File: src/core/uart_dma_defines.vh
// constants for the four-channel serial controller register and dma block
// assumes it is included by bare name from core/uart_dma_ready.v
`ifndef UART_DMA_DEFINES_VH
`define UART_DMA_DEFINES_VH

// register index inside a channel (address bits 2:0)
`define REG_DATA 3'h0
`define REG_INT_ENABLE 3'h1
`define REG_IDENT_FIFO 3'h2
`define REG_LINE_CTRL 3'h3
`define REG_MODEM_CTRL 3'h4
`define REG_LINE_STATUS 3'h5
`define REG_MODEM_STATUS 3'h6
`define REG_SCRATCH 3'h7

// interrupt enable bit positions
`define IE_RX_DATA 0
`define IE_TX_EMPTY 1
`define IE_LINE_ERR 2
`define IE_MODEM 3

// fifo control bit positions
`define FC_ENABLE 0
`define FC_DMA_MODE 3
`define FC_TRIG_LO 6

// modem control bit positions
`define MC_DTR 0
`define MC_RTS 1

// modem input bit positions inside one channel nibble
`define MI_CTS 0
`define MI_DSR 1
`define MI_RI 2
`define MI_DCD 3

// interrupt identity codes, bit 0 set means nothing pending
`define ID_NONE 4'h1
`define ID_LINE_ERR 4'h6
`define ID_RX_DATA 4'h4
`define ID_TIMEOUT 4'hc
`define ID_TX_EMPTY 4'h2
`define ID_MODEM 4'h0

// fifo geometry and timeout
`define FIFO_DEPTH 5'h10
`define TIMEOUT_CHARS 3'h4

// receive trigger levels for fifo control bits 7:6
`define TRIG_0 5'h01
`define TRIG_1 5'h04
`define TRIG_2 5'h08
`define TRIG_3 5'h0e

`endif

File: src/core/uart_dma_ready.v
// register file, interrupt sources and dma request pins of four channels
// assumes fifos, baud logic and shifters live outside and report levels;
// all inputs are synchronous to clk
`include "uart_dma_defines.vh"
`timescale 1ns/10ps
`default_nettype none

module uart_dma_ready (
    input wire clk,
    input wire rstn,
    input wire [4:0] addr,
    input wire [7:0] writeData,
    input wire writeStrobe,
    input wire readStrobe,
    output reg [7:0] readData,
    input wire [19:0] rxFifoCount,
    input wire [19:0] txFifoCount,
    input wire [31:0] rxFifoData,
    input wire [3:0] rxCharArrived,
    input wire [3:0] charTimeTick,
    input wire [15:0] lineErrorEvent,
    input wire [3:0] txShifterBusy,
    input wire [15:0] modemLevels,
    output reg [3:0] rxFifoPop,
    output reg [3:0] txFifoPush,
    output reg [7:0] txPushData,
    output reg [3:0] channelEnable,
    output reg counterRestart,
    output reg [3:0] irqOut,
    output reg [3:0] dtrN,
    output reg [3:0] rtsN,
    output reg rxDmaRequestN,
    output reg txDmaRequestN
);

    // receive trigger level from the two fifo control bits
    function [4:0] trigLevel;
        input [1:0] sel;
        begin
            case (sel)
                2'h0: trigLevel = `TRIG_0;
                2'h1: trigLevel = `TRIG_1;
                2'h2: trigLevel = `TRIG_2;
                default: trigLevel = `TRIG_3;
            endcase
        end
    endfunction

    // per-channel state
    reg [3:0] intEnable [0:3];
    reg [7:0] lineCtrl [0:3];
    reg [4:0] modemCtrl [0:3];
    reg [7:0] scratchByte [0:3];
    reg [1:0] trigSel [0:3];
    reg [3:0] lineErrSticky [0:3];
    reg [3:0] modemDelta [0:3];
    reg [3:0] modemPrev [0:3];
    reg [2:0] idleChars [0:3];
    reg [3:0] fifoEnable;
    reg [3:0] dmaMode;
    reg [3:0] txHoldingEmptyFlag;
    reg [3:0] transmitterEmptyFlag;
    reg [3:0] txEmptyIrq;
    reg [3:0] rxReqLatch;
    reg modemPrimed;

    wire [1:0] accChan = addr[4:3];
    wire [2:0] accReg = addr[2:0];

    // one-hot channel strobes; decoded here so the clocked block
    // holds only non-blocking assignments
    wire [3:0] chanHit = 4'h1 << accChan;
    wire [3:0] wrHit = writeStrobe ? chanHit : 4'h0;
    wire [3:0] rdHit = readStrobe ? chanHit : 4'h0;

    ///////////////////////////////////////////////////////////////////////
    // register map of one channel, channel number in addr[4:3]
    //   index 0: read pops receive head, write pushes transmit byte
    //   index 1: interrupt enable, low nibble only
    //   index 2: read gives interrupt identity, write is fifo control
    //   index 3: line control, first write wakes the channel
    //   index 4: modem control, five bits kept
    //   index 5: line status, read only, read clears error bits
    //   index 6: modem status, read only, read clears change bits
    //   index 7: scratch byte, plain storage
    // writes to the read-only indices are dropped without notice
    //
    // line status byte layout
    //   bit 0: receive data waiting
    //   bits 4:1: sticky error flags from the line side
    //   bit 5: holding side empty
    //   bit 6: holding side and shifter both empty
    //   bit 7: some error waiting, fifo mode only
    //
    // identity byte layout
    //   bit 0: high when nothing is pending
    //   bits 3:1: source code of the winning interrupt
    //   bits 5:4: always zero
    //   bits 7:6: copy of the fifo enable
    //
    // interrupt priority, highest first
    //   line error, receive trigger, receive timeout,
    //   holding empty, modem change
    // only the winner shows; a lower source waits its turn
    //
    // clearing of sources
    //   line error: status read or reset
    //   receive data: data read drains the fifo below trigger
    //   holding empty: identity read while it wins, data write
    //   modem change: modem status read or reset
    // a new event in the clearing cycle wins over the clear,
    // so no event is lost to a badly timed read
    //
    // request pins
    //   each channel forms its own active-low request pair
    //   the four pairs are anded onto the two shared pins
    //   so a pin goes low as soon as any channel asks
    //   mode 1 needs both fifo enable and the dma bit;
    //   with fifos off a channel always behaves as mode 0
    //
    // mode 0 behaviour
    //   receive pin low while any byte waits
    //   transmit pin low only while the fifo is empty
    //   suits single transfers per request
    //
    // mode 1 behaviour
    //   receive request latched at trigger or timeout
    //   and only dropped once the fifo runs empty,
    //   letting the far side burst several bytes
    //   transmit pin low while a slot is free
    //
    // receive timeout
    //   counts character-time ticks while data waits
    //   any arrival, read or empty fifo restarts it
    //   four ticks declare the timeout, the count then
    //   stops so it cannot wrap past the limit
    //
    // modem change detection
    //   the first cycle after reset only samples levels,
    //   so a line already active does not look like a change
    //   the ring input flags its trailing edge only
    //
    // reset behaviour
    //   every channel idle until line control is written
    //   modem outputs parked at their inactive high level
    //   holding-empty flags set, error flags clear
    //   counter restart pulses for one cycle after release
    //
    // limitations
    //   fifo storage, shifters and baud logic sit outside;
    //   this block only sees their fill levels and pulses
    //   pops and pushes are one-cycle pulses, one per access
    //   read data stands for exactly one cycle, zero otherwise
    //   the holding-empty flag is held off for the push cycle
    //   because the outside count lags the push by one edge
    //
    // trade-offs
    //   all outputs are registered for clean timing, which
    //   puts one cycle between a level change and its pin;
    //   the mode 1 receive latch adds a second cycle
    //   decoding stays combinational so the register bus
    //   never waits

    ///////////////////////////////////////////////////////////////////////
    // combinational view: status bytes, interrupt identity, requests
    reg [31:0] lineStatusAll;
    reg [31:0] identAll;
    reg [3:0] pendAny;
    reg [3:0] rxReqN;
    reg [3:0] txReqN;
    reg [3:0] timedOut;
    reg [4:0] rxLvl;
    reg [4:0] txLvl;
    reg [3:0] idCode;
    integer i;

    always @* begin
        lineStatusAll = 32'h0;
        identAll = 32'h0;
        pendAny = 4'h0;
        rxReqN = 4'hf;
        txReqN = 4'hf;
        timedOut = 4'h0;
        rxLvl = 5'h0;
        txLvl = 5'h0;
        idCode = `ID_NONE;
        for (i = 0; i < 4; i = i + 1) begin
            rxLvl = rxFifoCount[i*5 +: 5];
            txLvl = txFifoCount[i*5 +: 5];
            timedOut[i] = (idleChars[i] == `TIMEOUT_CHARS);
            lineStatusAll[i*8 +: 8] = {fifoEnable[i] & |lineErrSticky[i],
                transmitterEmptyFlag[i], txHoldingEmptyFlag[i],
                lineErrSticky[i], rxLvl != 5'h0};
            // priority: line error, receive, holding empty, modem
            if (intEnable[i][`IE_LINE_ERR] && |lineErrSticky[i])
                idCode = `ID_LINE_ERR;
            else if (intEnable[i][`IE_RX_DATA] && (fifoEnable[i] ?
                    rxLvl >= trigLevel(trigSel[i]) : rxLvl != 5'h0))
                idCode = `ID_RX_DATA;
            else if (intEnable[i][`IE_RX_DATA] && timedOut[i])
                idCode = `ID_TIMEOUT;
            else if (intEnable[i][`IE_TX_EMPTY] && txEmptyIrq[i])
                idCode = `ID_TX_EMPTY;
            else if (intEnable[i][`IE_MODEM] && |modemDelta[i])
                idCode = `ID_MODEM;
            else
                idCode = `ID_NONE;
            pendAny[i] = ~idCode[0];
            // bits 4-5 fixed zero, 6-7 follow fifo enable
            identAll[i*8 +: 8] = {fifoEnable[i], fifoEnable[i], 2'h0,
                idCode};
            // mode 1 only when fifos on and dma bit set
            if (fifoEnable[i] && dmaMode[i]) begin
                rxReqN[i] = ~rxReqLatch[i];
                txReqN[i] = ~(txLvl < `FIFO_DEPTH);
            end else begin
                rxReqN[i] = ~(rxLvl != 5'h0);
                txReqN[i] = ~(txLvl == 5'h0);
            end
        end
    end

    ///////////////////////////////////////////////////////////////////////
    // read mux, sampled in the strobe cycle and shown one cycle later
    reg [7:0] next_readData;
    reg [7:0] selStatus;

    always @* begin
        selStatus = lineStatusAll[accChan*8 +: 8];
        case (accReg)
            `REG_DATA: next_readData = rxFifoData[accChan*8 +: 8];
            `REG_INT_ENABLE: next_readData = {4'h0, intEnable[accChan]};
            `REG_IDENT_FIFO: next_readData = identAll[accChan*8 +: 8];
            `REG_LINE_CTRL: next_readData = lineCtrl[accChan];
            `REG_MODEM_CTRL: next_readData = {3'h0, modemCtrl[accChan]};
            `REG_LINE_STATUS: next_readData = selStatus;
            `REG_MODEM_STATUS: next_readData = {
                modemLevels[accChan*4 +: 4], modemDelta[accChan]};
            `REG_SCRATCH: next_readData = scratchByte[accChan];
            default: next_readData = 8'h0;
        endcase
    end

    ///////////////////////////////////////////////////////////////////////
    // all state; reset puts every channel idle with counters restarted
    integer c;

    always @(posedge clk or negedge rstn) begin
        if (!rstn) begin
            readData <= 8'h0;
            rxFifoPop <= 4'h0;
            txFifoPush <= 4'h0;
            txPushData <= 8'h0;
            channelEnable <= 4'h0;
            counterRestart <= 1'b1;
            irqOut <= 4'h0;
            dtrN <= 4'hf;
            rtsN <= 4'hf;
            rxDmaRequestN <= 1'b1;
            txDmaRequestN <= 1'b1;
            fifoEnable <= 4'h0;
            dmaMode <= 4'h0;
            txHoldingEmptyFlag <= 4'hf;
            transmitterEmptyFlag <= 4'hf;
            txEmptyIrq <= 4'h0;
            rxReqLatch <= 4'h0;
            modemPrimed <= 1'b0;
            for (c = 0; c < 4; c = c + 1) begin
                intEnable[c] <= 4'h0;
                lineCtrl[c] <= 8'h0;
                modemCtrl[c] <= 5'h0;
                scratchByte[c] <= 8'h0;
                trigSel[c] <= 2'h0;
                lineErrSticky[c] <= 4'h0;
                modemDelta[c] <= 4'h0;
                modemPrev[c] <= 4'h0;
                idleChars[c] <= 3'h0;
            end
        end else begin
            counterRestart <= 1'b0;
            modemPrimed <= 1'b1;
            readData <= readStrobe ? next_readData : 8'h0;
            txPushData <= writeData;
            irqOut <= pendAny;
            rxDmaRequestN <= &rxReqN;
            txDmaRequestN <= &txReqN;
            for (c = 0; c < 4; c = c + 1) begin
                rxFifoPop[c] <= rdHit[c] && accReg == `REG_DATA;
                txFifoPush[c] <= wrHit[c] && accReg == `REG_DATA;
                dtrN[c] <= ~modemCtrl[c][`MC_DTR];
                rtsN[c] <= ~modemCtrl[c][`MC_RTS];
                // register writes
                if (wrHit[c]) begin
                    case (accReg)
                        `REG_INT_ENABLE: intEnable[c] <= writeData[3:0];
                        `REG_IDENT_FIFO: begin
                            fifoEnable[c] <= writeData[`FC_ENABLE];
                            dmaMode[c] <= writeData[`FC_DMA_MODE];
                            trigSel[c] <= writeData[`FC_TRIG_LO +: 2];
                        end
                        `REG_LINE_CTRL: begin
                            lineCtrl[c] <= writeData;
                            channelEnable[c] <= 1'b1;
                        end
                        `REG_MODEM_CTRL: modemCtrl[c] <= writeData[4:0];
                        `REG_SCRATCH: scratchByte[c] <= writeData;
                        default: ;
                    endcase
                end
                // error flags: a new event beats a same-cycle status read
                lineErrSticky[c] <= ((rdHit[c] &&
                    accReg == `REG_LINE_STATUS) ?
                    4'h0 : lineErrSticky[c]) | lineErrorEvent[c*4 +: 4];
                // holding empty waits out the push so it does not bounce
                if (wrHit[c] && accReg == `REG_DATA) begin
                    txHoldingEmptyFlag[c] <= 1'b0;
                    transmitterEmptyFlag[c] <= 1'b0;
                end else if (!txFifoPush[c]) begin
                    txHoldingEmptyFlag[c] <= txFifoCount[c*5 +: 5] == 5'h0;
                    transmitterEmptyFlag[c] <= txFifoCount[c*5 +: 5] == 5'h0
                        && !txShifterBusy[c];
                end
                // holding-empty interrupt: set on rising flag or on enable
                if ((!txHoldingEmptyFlag[c] && !txFifoPush[c] &&
                        txFifoCount[c*5 +: 5] == 5'h0) ||
                    (wrHit[c] && accReg == `REG_INT_ENABLE &&
                        writeData[`IE_TX_EMPTY] &&
                        !intEnable[c][`IE_TX_EMPTY] &&
                        txHoldingEmptyFlag[c]))
                    txEmptyIrq[c] <= 1'b1;
                else if ((wrHit[c] && accReg == `REG_DATA) ||
                    (rdHit[c] && accReg == `REG_IDENT_FIFO &&
                        identAll[c*8 +: 4] == `ID_TX_EMPTY))
                    txEmptyIrq[c] <= 1'b0;
                // modem deltas; first cycle after reset only samples
                modemPrev[c] <= modemLevels[c*4 +: 4];
                modemDelta[c] <= ((rdHit[c] &&
                    accReg == `REG_MODEM_STATUS) ?
                    4'h0 : modemDelta[c]) | ({4{modemPrimed}} & {
                    modemPrev[c][`MI_DCD] ^ modemLevels[c*4 + `MI_DCD],
                    modemPrev[c][`MI_RI] & ~modemLevels[c*4 + `MI_RI],
                    modemPrev[c][`MI_DSR] ^ modemLevels[c*4 + `MI_DSR],
                    modemPrev[c][`MI_CTS] ^ modemLevels[c*4 + `MI_CTS]
                    });
                // character timeout counter, only while data waits
                if (rxCharArrived[c] || rxFifoCount[c*5 +: 5] == 5'h0 ||
                        (rdHit[c] && accReg == `REG_DATA))
                    idleChars[c] <= 3'h0;
                else if (charTimeTick[c] && !timedOut[c])
                    idleChars[c] <= idleChars[c] + 3'h1;
                // mode 1 receive latch: set at trigger or timeout
                if (rxFifoCount[c*5 +: 5] >= trigLevel(trigSel[c]) ||
                        timedOut[c])
                    rxReqLatch[c] <= 1'b1;
                else if (rxFifoCount[c*5 +: 5] == 5'h0)
                    rxReqLatch[c] <= 1'b0;
            end
        end
    end

endmodule // uart_dma_ready

`default_nettype wire
File: config.mk
export PLATFORM = sky130hd
export DESIGN_NAME = uart_dma_ready
export DESIGN_NICKNAME = d
export VERILOG_FILES = /design/src/core/uart_dma_ready.v
export VERILOG_INCLUDE_DIRS = /design/src /design/src/core
export SDC_FILE = /design/constraint.sdc
export NUM_CORES = 1
export LEC_CHECK = 0
export BUFFER_PORTS_ARGS = -buffer_cell sky130_fd_sc_hd__clkbuf_2
export CORE_UTILIZATION = 57
export DETAILED_ROUTE_END_ITERATION = 7
export GPL_ROUTABILITY_DRIVEN = 0
export GPL_TIMING_DRIVEN = 0
export PLACE_DENSITY = 0.8
export SYNTH_ARGS = -nofsm -noshare
export SYNTH_HDL_FRONTEND = slang
export SYNTH_SLANG_ARGS = --single-unit
File: constraint.sdc
create_clock -name clk -period 2.4 [get_ports clk]
set_clock_uncertainty 0.1 [all_clocks]
set_input_delay 0.24 -clock clk [delete_from_list [all_inputs] [get_ports clk]]
set_output_delay 0.24 -clock clk [all_outputs]
set_load 0.03 [all_outputs]
Word level (Yosys, flattened, before mapping)
Cells that the tools add are included.
- bits in registers: 236
- bits of input ports: 133
- output and inout port bits: 43
- logic and storage cells: 475
- add/sub/neg operators: 4
- magnitude comparators: 13
- equal/unequal tests: 27
- shift-type cells: 5
- muxes and demuxes: 107
- bitwise gates (word level): 65
- reduce and logical (&&, ||, !) cells: 179
- operators with widths (kind ; number):
    $mux W4 ; 26
    $shiftx A32 B6 Y8 ; 3
    $logic_and A1 B1 Y1 ; 80
    $pmux W8 S8 ; 1
    $mux W1 ; 48
    $pmux W4 S3 ; 4
    $ge A5 B5 Y1 ; 8
    $logic_not A5 Y1 ; 8
    $mux W8 ; 5
    $reduce_and A2 Y1 ; 20
    $bmux W8 S2 ; 2
    $not A1 Y1 ; 32
    $or A4 B4 Y4 ; 8
    $reduce_or A4 Y1 ; 8
    $mux W5 ; 6
    $eq A3 B3 Y1 const B ; 8
    $mux W3 ; 8
    $reduce_bool A2 Y1 ; 12
    $logic_not A1 Y1 ; 20
    $logic_or A1 B1 Y1 ; 20
    $lt A5 B5 Y1 const B ; 4
    $reduce_bool A5 Y1 ; 4
    $and A4 B4 Y4 ; 4
    $bmux W4 S2 ; 2
    18 further kinds ; 59

Longest topological paths before layout
Gate-level depths: netlist (run 1).
- depth after elaboration: 13
- depth in mapped cells: 11
- depth with buffers taken out: 9

Least setup slack after synthesis (run 1)
No wires, ideal clock.
- path kind: reg2reg
- from: register trigSel[5] (netlist bit)
- to: register readData[3]
- library setup time: 0.067 ns
- data arrival time: 2.011 ns
- data required time: 2.233 ns
- slack: 0.222 ns
- cell stages (with the launch flop): 9
- buffers on the path: 0
- cell sequence: dfrtp_1 nor2_1 ha_1 o21ai_0 a22o_1 a21oi_1 or4_1 a211oi_1 a32o_1
- cells in the longest elaborated chain, start to end: 11
- ends and longest elaborated chain (what ; RTL line ; text):
    start, declared ; uart_dma_ready.v:54 ; reg [1:0] trigSel [0:3];
    start signal, assigned by index ; uart_dma_ready.v:299 ; trigSel[c] <= writeData[`FC_TRIG_LO +: 2];
    $eq A2 B2 Y1, or another cell as far along ; uart_dma_ready.v:40 ; case (sel)
    $pmux W4 S3 * ; uart_dma_ready.v:40 ;
    $mux W5 * ; uart_dma_ready.v:195 ; if (intEnable[i][`IE_LINE_ERR] && |lineErrSticky[i])
    $ge A5 B5 Y1 * ; uart_dma_ready.v:198 ; rxLvl >= trigLevel(trigSel[i]) : rxLvl != 5'h0))
    $mux W1 * ; uart_dma_ready.v:197 ; else if (intEnable[i][`IE_RX_DATA] && (fifoEnable[i] ?
    $logic_and A1 B1 Y1 * ; uart_dma_ready.v:197 ;
    $mux W4 * ; uart_dma_ready.v:197 ;
    $mux W4 * ; uart_dma_ready.v:195 ;
    $shiftx A32 B6 Y8 * ; uart_dma_ready.v:233 ; `REG_IDENT_FIFO: next_readData = identAll[accChan*8 +: 8];
    $pmux W8 S8 * ; uart_dma_ready.v:230 ; case (accReg)
    $mux W8 * ; uart_dma_ready.v:282 ; readData <= readStrobe ? next_readData : 8'h0;
    end signal, assigned ; uart_dma_ready.v:282 ;
    end, declared ; uart_dma_ready.v:15 ; output reg [7:0] readData,
Mark *: on every way between the ends. The rest lies on a longest branch, timed or not. The select of a mux whose other input is x is not followed.
A chain may end at the register's enable or synchronous reset.

Final worst setup path (run 1)
- from: input rxFifoCount[4]
- to: register readData[0]
- cells in the longest elaborated chain, start to end: 8
- ends and longest elaborated chain (what ; RTL line ; text):
    start, declared ; uart_dma_ready.v:16 ; input wire [19:0] rxFifoCount,
    $ge A5 B5 Y1 or $reduce_bool A5 Y1 (tied branches) ; uart_dma_ready.v:198, uart_dma_ready.v:193 ;
    $mux W1 ; uart_dma_ready.v:197 ;
    $logic_and A1 B1 Y1 ; uart_dma_ready.v:197 ;
    $mux W4 ; uart_dma_ready.v:197 ;
    $mux W4 ; uart_dma_ready.v:195 ;
    $shiftx A32 B6 Y8 ; uart_dma_ready.v:233 ;
    $pmux W8 S8 * ; uart_dma_ready.v:230 ;
    $mux W8 * ; uart_dma_ready.v:282 ;
Mark *: on every way between the ends. The rest lies on a longest branch, timed or not.

==> results of run 1 <==
-- final timing paths --
check                           depth (start not counted)            end  slack (ns)
min in group asynchronous                               2   idleChars[3]        0.17
max in group asynchronous                               3   lineCtrl[26]        1.10
worst min-delay path                                    4  rxReqLatch[2]        0.03
worst min register to register                          1        rtsN[2]        0.29
worst max-delay path                                    8    readData[0]        -0.1
worst max register to register                          8    readData[0]       -0.07
-- synth_stat cells, types with 4 or more instances --
cell type	count
a221oi_1	15
and4b_1	4
or2_2	8
or3b_2	4
o22ai_1	5
xnor2_1	4
a32o_1	8
a211oi_1	4
a21oi_1	46
nand2b_1	11
and2_1	5
o31ai_1	4
buf_6	4
inv_1	39
nor3_1	10
a22oi_1	5
mux4_2	35
nand4_1	7
clkbuf_1	25
a221o_1	7
xor2_1	13
ha_1	24
nand3_1	29
o21ai_0	31
a21o_1	19
or4_1	12
a31oi_1	4
a22o_1	14
buf_4	5
nor2_1	48
dfrtp_1	217
mux2_2	104
dfstp_2	19
nand3b_1	6
buf_2	11
nor2b_1	11
nand2_1	88
or3_1	4
nor2_2	6
-- final cells by class --
cell class	instances	area (um^2)
Timing Repair Buffer	242	1590
Multi-Input combinational cell	649	5370
Fill cell	1317	5160
Inverter	39	146
Antenna cell	2	5.00
Clock buffer	35	714
Tap cell	265	332
Clock inverter	13	170
Sequential cell	236	5930
Buffer	48	243
-- through the flow --
step	TNS [ns]	hold slack [ns]
after floorplan	0	-0.156
after global placement	-858.10	0.280
after detailed placement	-21.80	0.152
after CTS	0	0.0148
after global routing	-0.135	0.0482
final	-0.174	0.0287
-- worst register-to-register path, stage by stage, from the launching register on --
cell and delay [ns]:
dfrtp_1 0.38, inv_1 0.06, ha_1 0.28, a21o_1 0.20, a211oi_4 0.32, a41oi_2 0.22, o41ai_2 0.34, nand4_1 0.23
a21oi_2 0.25
-- kinds of logic after synthesis --
family | share of synthesized area, %
AO/OA/AOI/OAI | 11.7
XOR/XNOR | 1.29
adder cells (fa/ha/maj) | 2.60
buffers and inverters | 3.37
flip-flops | 51.4
multiplexers | 17.2
other | 0.0651
AND/OR/NAND/NOR | 12.4
-- layout by cell type, fill, tap and decap left out, types with 5 or more instances in the layout --
cell           Yosys  final
nand2_1           88     88
nand2b_1          11     11
mux4_2            35     35
a221o_1            7      7
xor2_1            13     13
clkbuf_1          25     31
nor2b_1           11     11
nor3_1            10     10
a32o_1             8      7
buf_4              5      9
dlygate4sd3_1      0     63
dfstp_2           19     19
o22ai_1            5      5
a22o_1            14     14
nor2_1            48     44
buf_2             11     11
o21ai_0           31     29
ha_1              24     24
a221oi_1          15     14
nand3_1           29     29
a21o_1            19     19
dfrtp_1          217    216
a21oi_1           46     44
nand3b_1           6      6
or2_2              8      7
clkbuf_16          0     26
inv_1             39     38
and2_1             5      5
clkbuf_2           0    172
nor2_2             6      7
mux2_2           104    104
nand4_1            7      7
a22oi_1            5      5
or4_1             12     11
-- per-layer routing --
layer / up-vias / part of all wire [%] / global-route usage (%) / wire length [um]
met5: - / 0.029 / 0 / 10
met4: 2 / 5.1 / 15.5 / 1770
met3: 165 / 10 / 7.62 / 3550
met2: 618 / 48 / 56.2 / 16700
met1: 4724 / 37 / 42.2 / 12800
li1: 4117 / - / - / -
-- sequential cells by signal (all words and copies together), names as in the netlist, 12 cells and up --
register / flops
modemDelta: 16
modemPrev: 16
intEnable: 16
idleChars: 12
modemCtrl: 20
lineCtrl: 32
scratchByte: 32
lineErrSticky: 16
-- power by group --
group	internal [mW]	total (mW)	switching, mW
logic	1.05	2.29	1.24
clock network	2.44	4.09	1.66
registers	4.56	4.91	0.358
total	8.04	11.3	3.26
-- repair_timing --
action	4_1_cts	5_1_grt
hold endpoints to repair	137	0
setup endpoints to repair	4	12
gates resized for setup	13	19
setup buffers	0	4
pin swaps	3	10
hold buffers	63	0
==> impl_results.md, run 1 <==
- Outcome: finished with violations
- Failing checks: setup timing
- GR Util All Layers: 33.8%
- Clk sinks: 236
- Number of port buffers: 173
- CTS tree: done
- Initial antenna violation count: 3
- H-tree depth: 1
- Placed cell areas: 12,800 um^2
- Final hold vios: 0
- Post-synth top area cell: dfrtp_1
- Initial Util: 58.7%
- Peak VDD IR: 0.000696 V
- Total Power: 11.3 mW
- DIE WIDTH: 144 um
- Worst min path class: input pin to flip-flop
- Die ar.: 20,800 um^2
- Critical Path Start Type: input pin
- Clk root buf: clkbuf_16
- Total number of vias: 9,626
- Top cell type's share of synthesized area: 47.1%
- Number of synthesized flops with an enable pin: 0
- Fin area: 14,500 um^2
- P&R area growth vs syn: 25.6%
- Most used DFF post-synth: dfrtp_1
- Antenna-violating nets left: 0
- WL final: 34,800 um
- DRT Pass-1 Iters: 8
- CP startpoint: rxFifoCount[4]
- Hold Startpoint: rxFifoCount[12]
- Fin. max-slew vios: 0
- I/O pin count: 176
- Critical Path RT: 2.74 ns
- Vias in the first global route: 9,508
- Final Core Density: 73.8%
- PD cells: 779 nW/um^2
- Max frequency: 0.401 GHz
- Finished Layout Cells: 1,529
- Total Nets Final: 1,399
- Final worst setup slack: -0.0954 ns
- Clock transition at path regs: 0.06 ns
- Post-Place Cells: 1,412
- RSZ-0062 raised after global routing: true
- Buf/Inv on CP: 2
- Half-perimeter wire length after placement: 24,200 um
- Seq/Total Area, Yosys: 51.4%
- Clk buf depth: 3
- Setup violators final: 2
- Grt ovf: 0
- Share of post-route cells with drive strength above 1: 35.5%
- Slowest cell delay on critical path: 0.57 ns
- Vias per cell: 6.30
- Register bit total from synthesis: 236
- CTS buffer count: 26
- Crit-path most repeated cell: o41ai_2
- Core Rows: 51
- WL per Instance: 22.7 um
- CP arrival: 2.83 ns
- Post-Syn Nets: 1,129
- Clock latency on the worst-skew pair: 0.54 ns
- Synth cell types: 72
- Syn Inst Count: 972
- CP max-delay cell: or4_1
- Initial DRC Count: 1,033
- Core area: 19,700 um^2
- Crit Path Max Fanout: 3
- Maxcap violations: 0
- Max_slew headroom: 40.7%
- Reg2Reg Launch Point: trigSel[6]
- Worst-Margin Slew: 0.890 ns
- Static Leakage: 6.41 nW
- Top delay family on crit path: compound AO/OA/AOI/OAI gates
- Critical Path End Type: flip-flop
- Ranking of synthesized cells by area: dfrtp_1, mux2_2, mux4_2
- Synth Area per Inst: 11.9 um^2
- Final Cycle Share: 104%
- Mapped cell area: 11,500 um^2
- CP Cell Sequence: dlygate4sd3_1 > clkbuf_2 > or4_1 > o41ai_2 > a41oi_2 > o41ai_2 > nand4_1 > a21oi_2
- First-pass GRT wire length: 52,100 um
- DRC: 0
- Largest net degree at the start of global routing: 117
- YS warnings: 0
- Async SR Flop Fraction: 100%
- Fin crit period: 2.50 ns
- Die Height: 144 um
- WS Path Type: input pin to flip-flop
- Pre-CTS setup slack: -0.443 ns
Power figures use the tool's default switching activity.
==> inputs of run 2 (changes only) <==
- RECOVER_POWER: unset -> 50
==> run 2 against run 1 <==
Cell count hardly changed. The flow finishes with violations (capacitance limit, slew limit, setup timing). Maximum frequency rose by 1.1%. Critical path depth did not move. Clock-buffer cell count unchanged. Sequential share of layout area grew 0.26 points. Non-clock buffer count unchanged. Highest routed layer unchanged. Worst hold slack got worse by 0.0023 ns. Wire length is essentially flat. Critical endpoint unchanged. Register-to-register slack better by 0.03 ns. Global-route usage unchanged.
==> impl_results.md, run 2 (synthesis results as in run 1) <==
- Die ar.: 20,800 um^2 (unchanged)
- Final hold vios: 0 (unchanged)
- Buf/Inv on CP: 2 (unchanged)
- Core area: 19,700 um^2 (unchanged)
- Placed cell areas: 12,800 um^2 (unchanged)
- Final worst setup slack: -0.0680 ns (+0.0274 ns)
- Number of port buffers: 173 (unchanged)
- CTS buffer count: 26 (unchanged)
- Final Core Density: 73.3% (-0.46 points)
- Die Height: 144 um (unchanged)
- Initial DRC Count: 1,054 (+2.0%)
- PD cells: 783 nW/um^2 (+0.42%)
- CTS tree: done
- WL per Instance: 22.7 um (-0.13%)
- Crit Path Max Fanout: 3 (unchanged)
- CP Cell Sequence: dlygate4sd3_1 > clkbuf_2 > or4_1 > o41ai_2 > a41oi_2 > o41ai_2 > nand4_1 > a21oi_2
- Vias in the first global route: 9,508 (unchanged)
- Pre-CTS setup slack: -0.443 ns (unchanged)
- Initial Util: 58.7% (unchanged)
- Max frequency: 0.405 GHz (+1.1%)
- Final Cycle Share: 103% (-1.1 points)
- Worst-Margin Slew: 1.55 ns (+0.658 ns)
- Crit-path most repeated cell: o41ai_2
- Fill cell count: 1,360 (+3.3%)
- P&R area growth vs syn: 24.8%
- DRC: 0 (unchanged)
- DRT Pass-1 Iters: 6 (-2)
- Antenna-violating nets left: 0 (unchanged)
- Fin crit period: 2.47 ns (-0.0274 ns)
- Static Leakage: 6.26 nW (-2.4%)
- Clk sinks: 236 (unchanged)
- Clock latency on the worst-skew pair: 0.54 ns (about the same)
- Commonest non-fill, non-tap cell in the layout: dfrtp_1
- Post-Place Cells: 1,412 (unchanged)
- Slowest cell delay on critical path: 0.57 ns (about the same)
- GR Util All Layers: 33.8% (unchanged)
- Grt ovf: 0 (unchanged)
- Vias per cell: 6.27 (-0.34%)
- Critical Path Start Type: input pin
- Largest net degree at the start of global routing: 117 (unchanged)
- Total number of vias: 9,600 (-0.27%)
- WL final: 34,800 um (about the same)
- Most frequent cells in the layout: dfrtp_1, clkbuf_2, mux2_2
- Clock transition at path regs: 0.06 ns (about the same)
- Critical Path End Type: flip-flop
- First-pass GRT wire length: 52,100 um (unchanged)
- Failing checks: capacitance limit, slew limit, setup timing
- Half-perimeter wire length after placement: 24,200 um (unchanged)
- Setup violators final: 2 (unchanged)
- Critical Path RT: 2.74 ns (about the same)
- Maxcap violations: 1 (+1)
- Share of post-route cells with drive strength above 1: 31.9% (-3.6 points)
- Max_slew headroom: -3.20% (-44 points)
- WHS: 0.0264 ns (-0.00233 ns)
- DIE WIDTH: 144 um (unchanged)
- WS Path Type: input pin to flip-flop
- RSZ-0062 raised after global routing: true
- Peak VDD IR: 0.000695 V (-0.19%)
- Worst min path class: input pin to flip-flop
- Initial antenna violation count: 3 (unchanged)
- Fin. max-slew vios: 59 (+59)
- I/O pin count: 176 (unchanged)
- Clk buf depth: 3 (unchanged)
- Total Nets Final: 1,399 (unchanged)
- Top delay family on crit path: compound AO/OA/AOI/OAI gates
- CP max-delay cell: or4_1
- Top flop regs: lineCtrl x32, scratchByte x32, modemCtrl x20
- CP arrival: 2.81 ns (-0.02 ns)
- H-tree depth: 1 (unchanged)
- Clk root buf: clkbuf_16
- Outcome: finished with violations
- Core Rows: 51 (unchanged)
- Finished Layout Cells: 1,530 (+0.065%)
- Fin area: 14,400 um^2 (-0.62%)
==> run 2: power breakdown <==
group	switching, mW	internal, mW	leakage (nW)
clock	1.66	2.44	0.429
combinational	1.24	1.03	3.04
sequential	0.357	4.56	2.79
==> run 2: final cells by class <==
type	instances	area, um^2	area share [%]
antenna	3	7.51	0.0521
buffer	48	239	1.66
clock buffer	35	714	4.96
clock inverter	13	170	1.18
inverter	39	146	1.02
multi-input combinational	649	5370	37.2
sequential	236	5930	41.2
tap	265	332	2.30
timing repair buffer	242	1500	10.4
==> run 2: tightest hold or removal path, cell delays in order <==
cell and delay [ns]:
clkbuf_2 0.10, or4_4 0.14, o21ai_0 0.07, nand3_1 0.08
==> run 2: path summary, 6_finish.rpt <==
| path | start | end | slack, ns | cells after the start |
|---|---|---|---|---|
| worst min-delay path | rxFifoCount[13] | rxReqLatch[2] | 0.03 | 4 |
| worst max register to register | trigSel[6] | readData[0] | -0.04 | 8 |
| worst min register to register | modemCtrl[10] | dtrN[1] | 0.30 | 1 |
| worst max-delay path | rxFifoCount[4] | readData[0] | -0.07 | 8 |
| max in group asynchronous | rstn | lineCtrl[26] | 0.35 | 3 |
| min in group asynchronous | rstn | idleChars[3] | 0.54 | 2 |
==> run 2: metal layers <==
metal	vias to the layer above	share of wire [%]	track usage [%]
met1	4729	37	42.2
met2	608	48	56.2
li1	4115	-	-
met5	-	0.032	0
met4	2	4.9	15.5
met3	146	9.8	7.62
==> run 2: repair_timing <==
item,in CTS,in global routing
gates resized for setup,13,19
endpoints found under the setup margin,4,12
endpoints found under the hold margin,137,0
pin swaps,3,10
hold buffers,63,0
setup buffers,0,4
==> run 2: through the flow <==
| step | setup TNS (ns) | power, mW |
|---|---|---|
| after global routing | -0.135 | 11.7 |
| after CTS | 0 | 11.2 |
| after detailed placement | -21.80 | 7.00 |
| after global placement | -858.10 | 6.89 |
| after floorplan | 0 | 6.21 |
| final | -0.126 | 11.3 |
==> inputs of run 3 (changes only) <==
- CAP_MARGIN: unset -> 5
- CORE_ASPECT_RATIO: unset -> 0.7
==> run 3 against run 2 <==
The run ends with setup timing left. Flip-flop and latch count unchanged. First-iteration DRC count increased by 20%. Die area about the same. Via count increased by 1.0%. Critical path depth decreased by 1. Cell count unchanged. Clock-buffer cell count decreased by 4. Global-route usage increased by 1.2 points. Combinational power about the same. Clock power decreased by 11%. Critical endpoint is now lineCtrl[12].
==> impl_results.md, run 3 (synthesis results as in run 1) <==
- First-pass GRT wire length: 53,900 um (+3.5%)
- Multi-input gate area: 5370 um^2 (+0.12%)
- PD cells: 759 nW/um^2 (-3.0%)
- CP max-delay cell: nor2_2
- Most frequent cells in the layout: dfrtp_1, clkbuf_2, mux2_2
- Clock latency on the worst-skew pair: 0.52 ns (-0.02 ns)
- Number of port buffers: 173 (unchanged)
- Clk sinks: 236 (unchanged)
- Critical Path End Type: flip-flop
- Failing checks: setup timing
- Total Nets Final: 1,400 (+0.071%)
- Commonest non-fill, non-tap cell in the layout: dfrtp_1
- Half-perimeter wire length after placement: 24,800 um (+2.1%)
- Fin crit period: 2.45 ns (-0.0211 ns)
- Vias in the first global route: 9,543 (+0.37%)
- CP arrival: 2.74 ns (-0.07 ns)
- GR Util All Layers: 35.0% (+1.2 points)
- P&R area growth vs syn: 24.1%
- Clk buf depth: 3 (unchanged)
- Final worst setup slack: -0.0470 ns (+0.0211 ns)
- Maxcap violations: 0 (-1)
- Setup violators final: 17 (+15)
- Post-Place Cells: 1,417 (+0.35%)
- Die ar.: 20,800 um^2 (about the same)
- Outcome: finished with violations
- H-tree depth: 1 (unchanged)
- Share of post-route cells with drive strength above 1: 29.8% (-2.1 points)
- Worst min path class: input pin to flip-flop
- Final Core Density: 72.3% (-0.99 points)
- Top flop regs: lineCtrl x32, scratchByte x32, modemCtrl x20
- Fill cell count: 1,395 (+2.6%)
- Vias per cell: 6.34 (+1.0%)
- Total number of vias: 9,698 (+1.0%)
- Clk root buf: clkbuf_16
- WS Path Type: input pin to flip-flop
- Max frequency: 0.409 GHz (+0.86%)
- Grt ovf: 0 (unchanged)
- CTS tree: done
- RSZ-0062 raised after global routing: true
- Fin. max-slew vios: 0 (-100%)
- Static Leakage: 6.16 nW (-1.5%)
- Max_slew headroom: 35.7% (+39 points)
- WL per Instance: 23.2 um (+2.2%)
- Core area: 19,800 um^2 (+0.74%)
- Worst-Margin Slew: 0.964 ns (-0.584 ns)
- Register area: 5930 um^2 (about the same)
- DRT Pass-1 Iters: 8 (+2)
- Finished Layout Cells: 1,530 (unchanged)
- Die Height: 121 um (-16%)
- Core Rows: 43 (-16%)
- I/O pin count: 176 (unchanged)
- Peak VDD IR: 0.000571 V (-18%)
- Final Cycle Share: 102% (-0.88 points)
- Antenna-violating nets left: 0 (unchanged)
- Clock transition at path regs: 0.07 ns (about the same)
- CP Cell Sequence: clkbuf_2 > buf_2 > buf_4 > nor2b_1 > nand2_1 > nor2_2 > mux2_2
- CTS buffer count: 23 (-12%)
- Initial antenna violation count: 1 (-2)
- Slowest cell delay on critical path: 0.54 ns (-0.03 ns)
- WL final: 35,500 um (+2.2%)
- Largest net degree at the start of global routing: 89 (-24%)
- DRC: 0 (unchanged)
- Initial DRC Count: 1,268 (+20%)
- Final hold vios: 0 (unchanged)
- Initial Util: 58.3% (-0.43 points)
- Critical Path Start Type: input pin
- Critical Path RT: 2.70 ns (-0.04 ns)
- DIE WIDTH: 172 um (+19%)
- Crit Path Max Fanout: 10 (+7)
==> run 3: cell count changes in the layout (fill, tap and decap cells not counted), moves of 3 or more <==
cell	delta
and2_1	-3
clkbuf_2	-21
and2_0	+3
clkbuf_16	-3
clkbuf_1	+20
dlygate4sd3_1	+4
==> run 3: worst paths after layout <==
check	slack [ns]	cells past startpoint	from	end
hold reg to reg	0.30	1	modemCtrl[1]	rtsN[3]
setup / recovery	-0.05	7	addr[4]	lineCtrl[12]
max in group asynchronous	0.76	4	rstn	dtrN[1]
setup reg to reg	0.02	9	trigSel[6]	readData[2]
min in group asynchronous	0.20	2	rstn	idleChars[5]
hold / removal	0.03	4	rxFifoCount[3]	rxReqLatch[0]
==> run 3: critical path, delay by kind of cell <==
| kind | cells | cell delay, ns |
|---|---|---|
| buffers and inverters | 3 | 0.69 |
| multiplexers | 1 | 0.41 |
| AND/OR/NAND/NOR | 3 | 1.40 |
==> run 3: what timing repair did <==
action,4_1_cts,5_1_grt
pin swaps,5,11
endpoints found under the setup margin,6,13
hold buffers,67,0
hold endpoints to repair,157,0
buffers inserted,0,4
cloned,0,0
resized for setup,14,23
==> run 3: routing by layer <==
layer,share of wire [%],vias to the layer above,GRT usage [%]
li1,-,4121,-
met1,41,4761,50.4
met5,0,-,0
met4,3.5,0,11.2
met2,42,704,50.3
met3,14,112,11.2
==> run 3: per-stage QoR <==
stage                     power (mW)  hold slack (ns)  instance area, um^2  setup TNS (ns)  setup WS, ns
after global routing            11.2           0.0506                14300          -0.102       -0.0420
after global placement          6.91            0.281                12700         -849.26         -3.67
after detailed placement        7.02            0.199                12800          -21.97        -0.479
after CTS                       10.8           0.0250                14300               0       0.00557
final                           10.9           0.0333                14300          -0.413       -0.0470
after floorplan                 6.21           -0.156                11500               0         0.222
==> run 3: cell type report <==
type	count	share of cell area [%]
Clock inverter	10	0.760
Antenna cell	1	0.0175
Timing Repair Buffer	246	10.8
Clock buffer	31	4.44
Inverter	39	1.02
Tap cell	270	2.36
Sequential cell	236	41.4
Multi-Input combinational cell	649	37.5
Buffer	48	1.66
==> run 3: power breakdown <==
| group | leakage [nW] | internal, mW | total [mW] | switching [mW] |
|---|---|---|---|---|
| logic | 3.01 | 1.02 | 2.29 | 1.27 |
| registers | 2.79 | 4.55 | 4.93 | 0.377 |
| clock network | 0.364 | 2.08 | 3.65 | 1.57 |
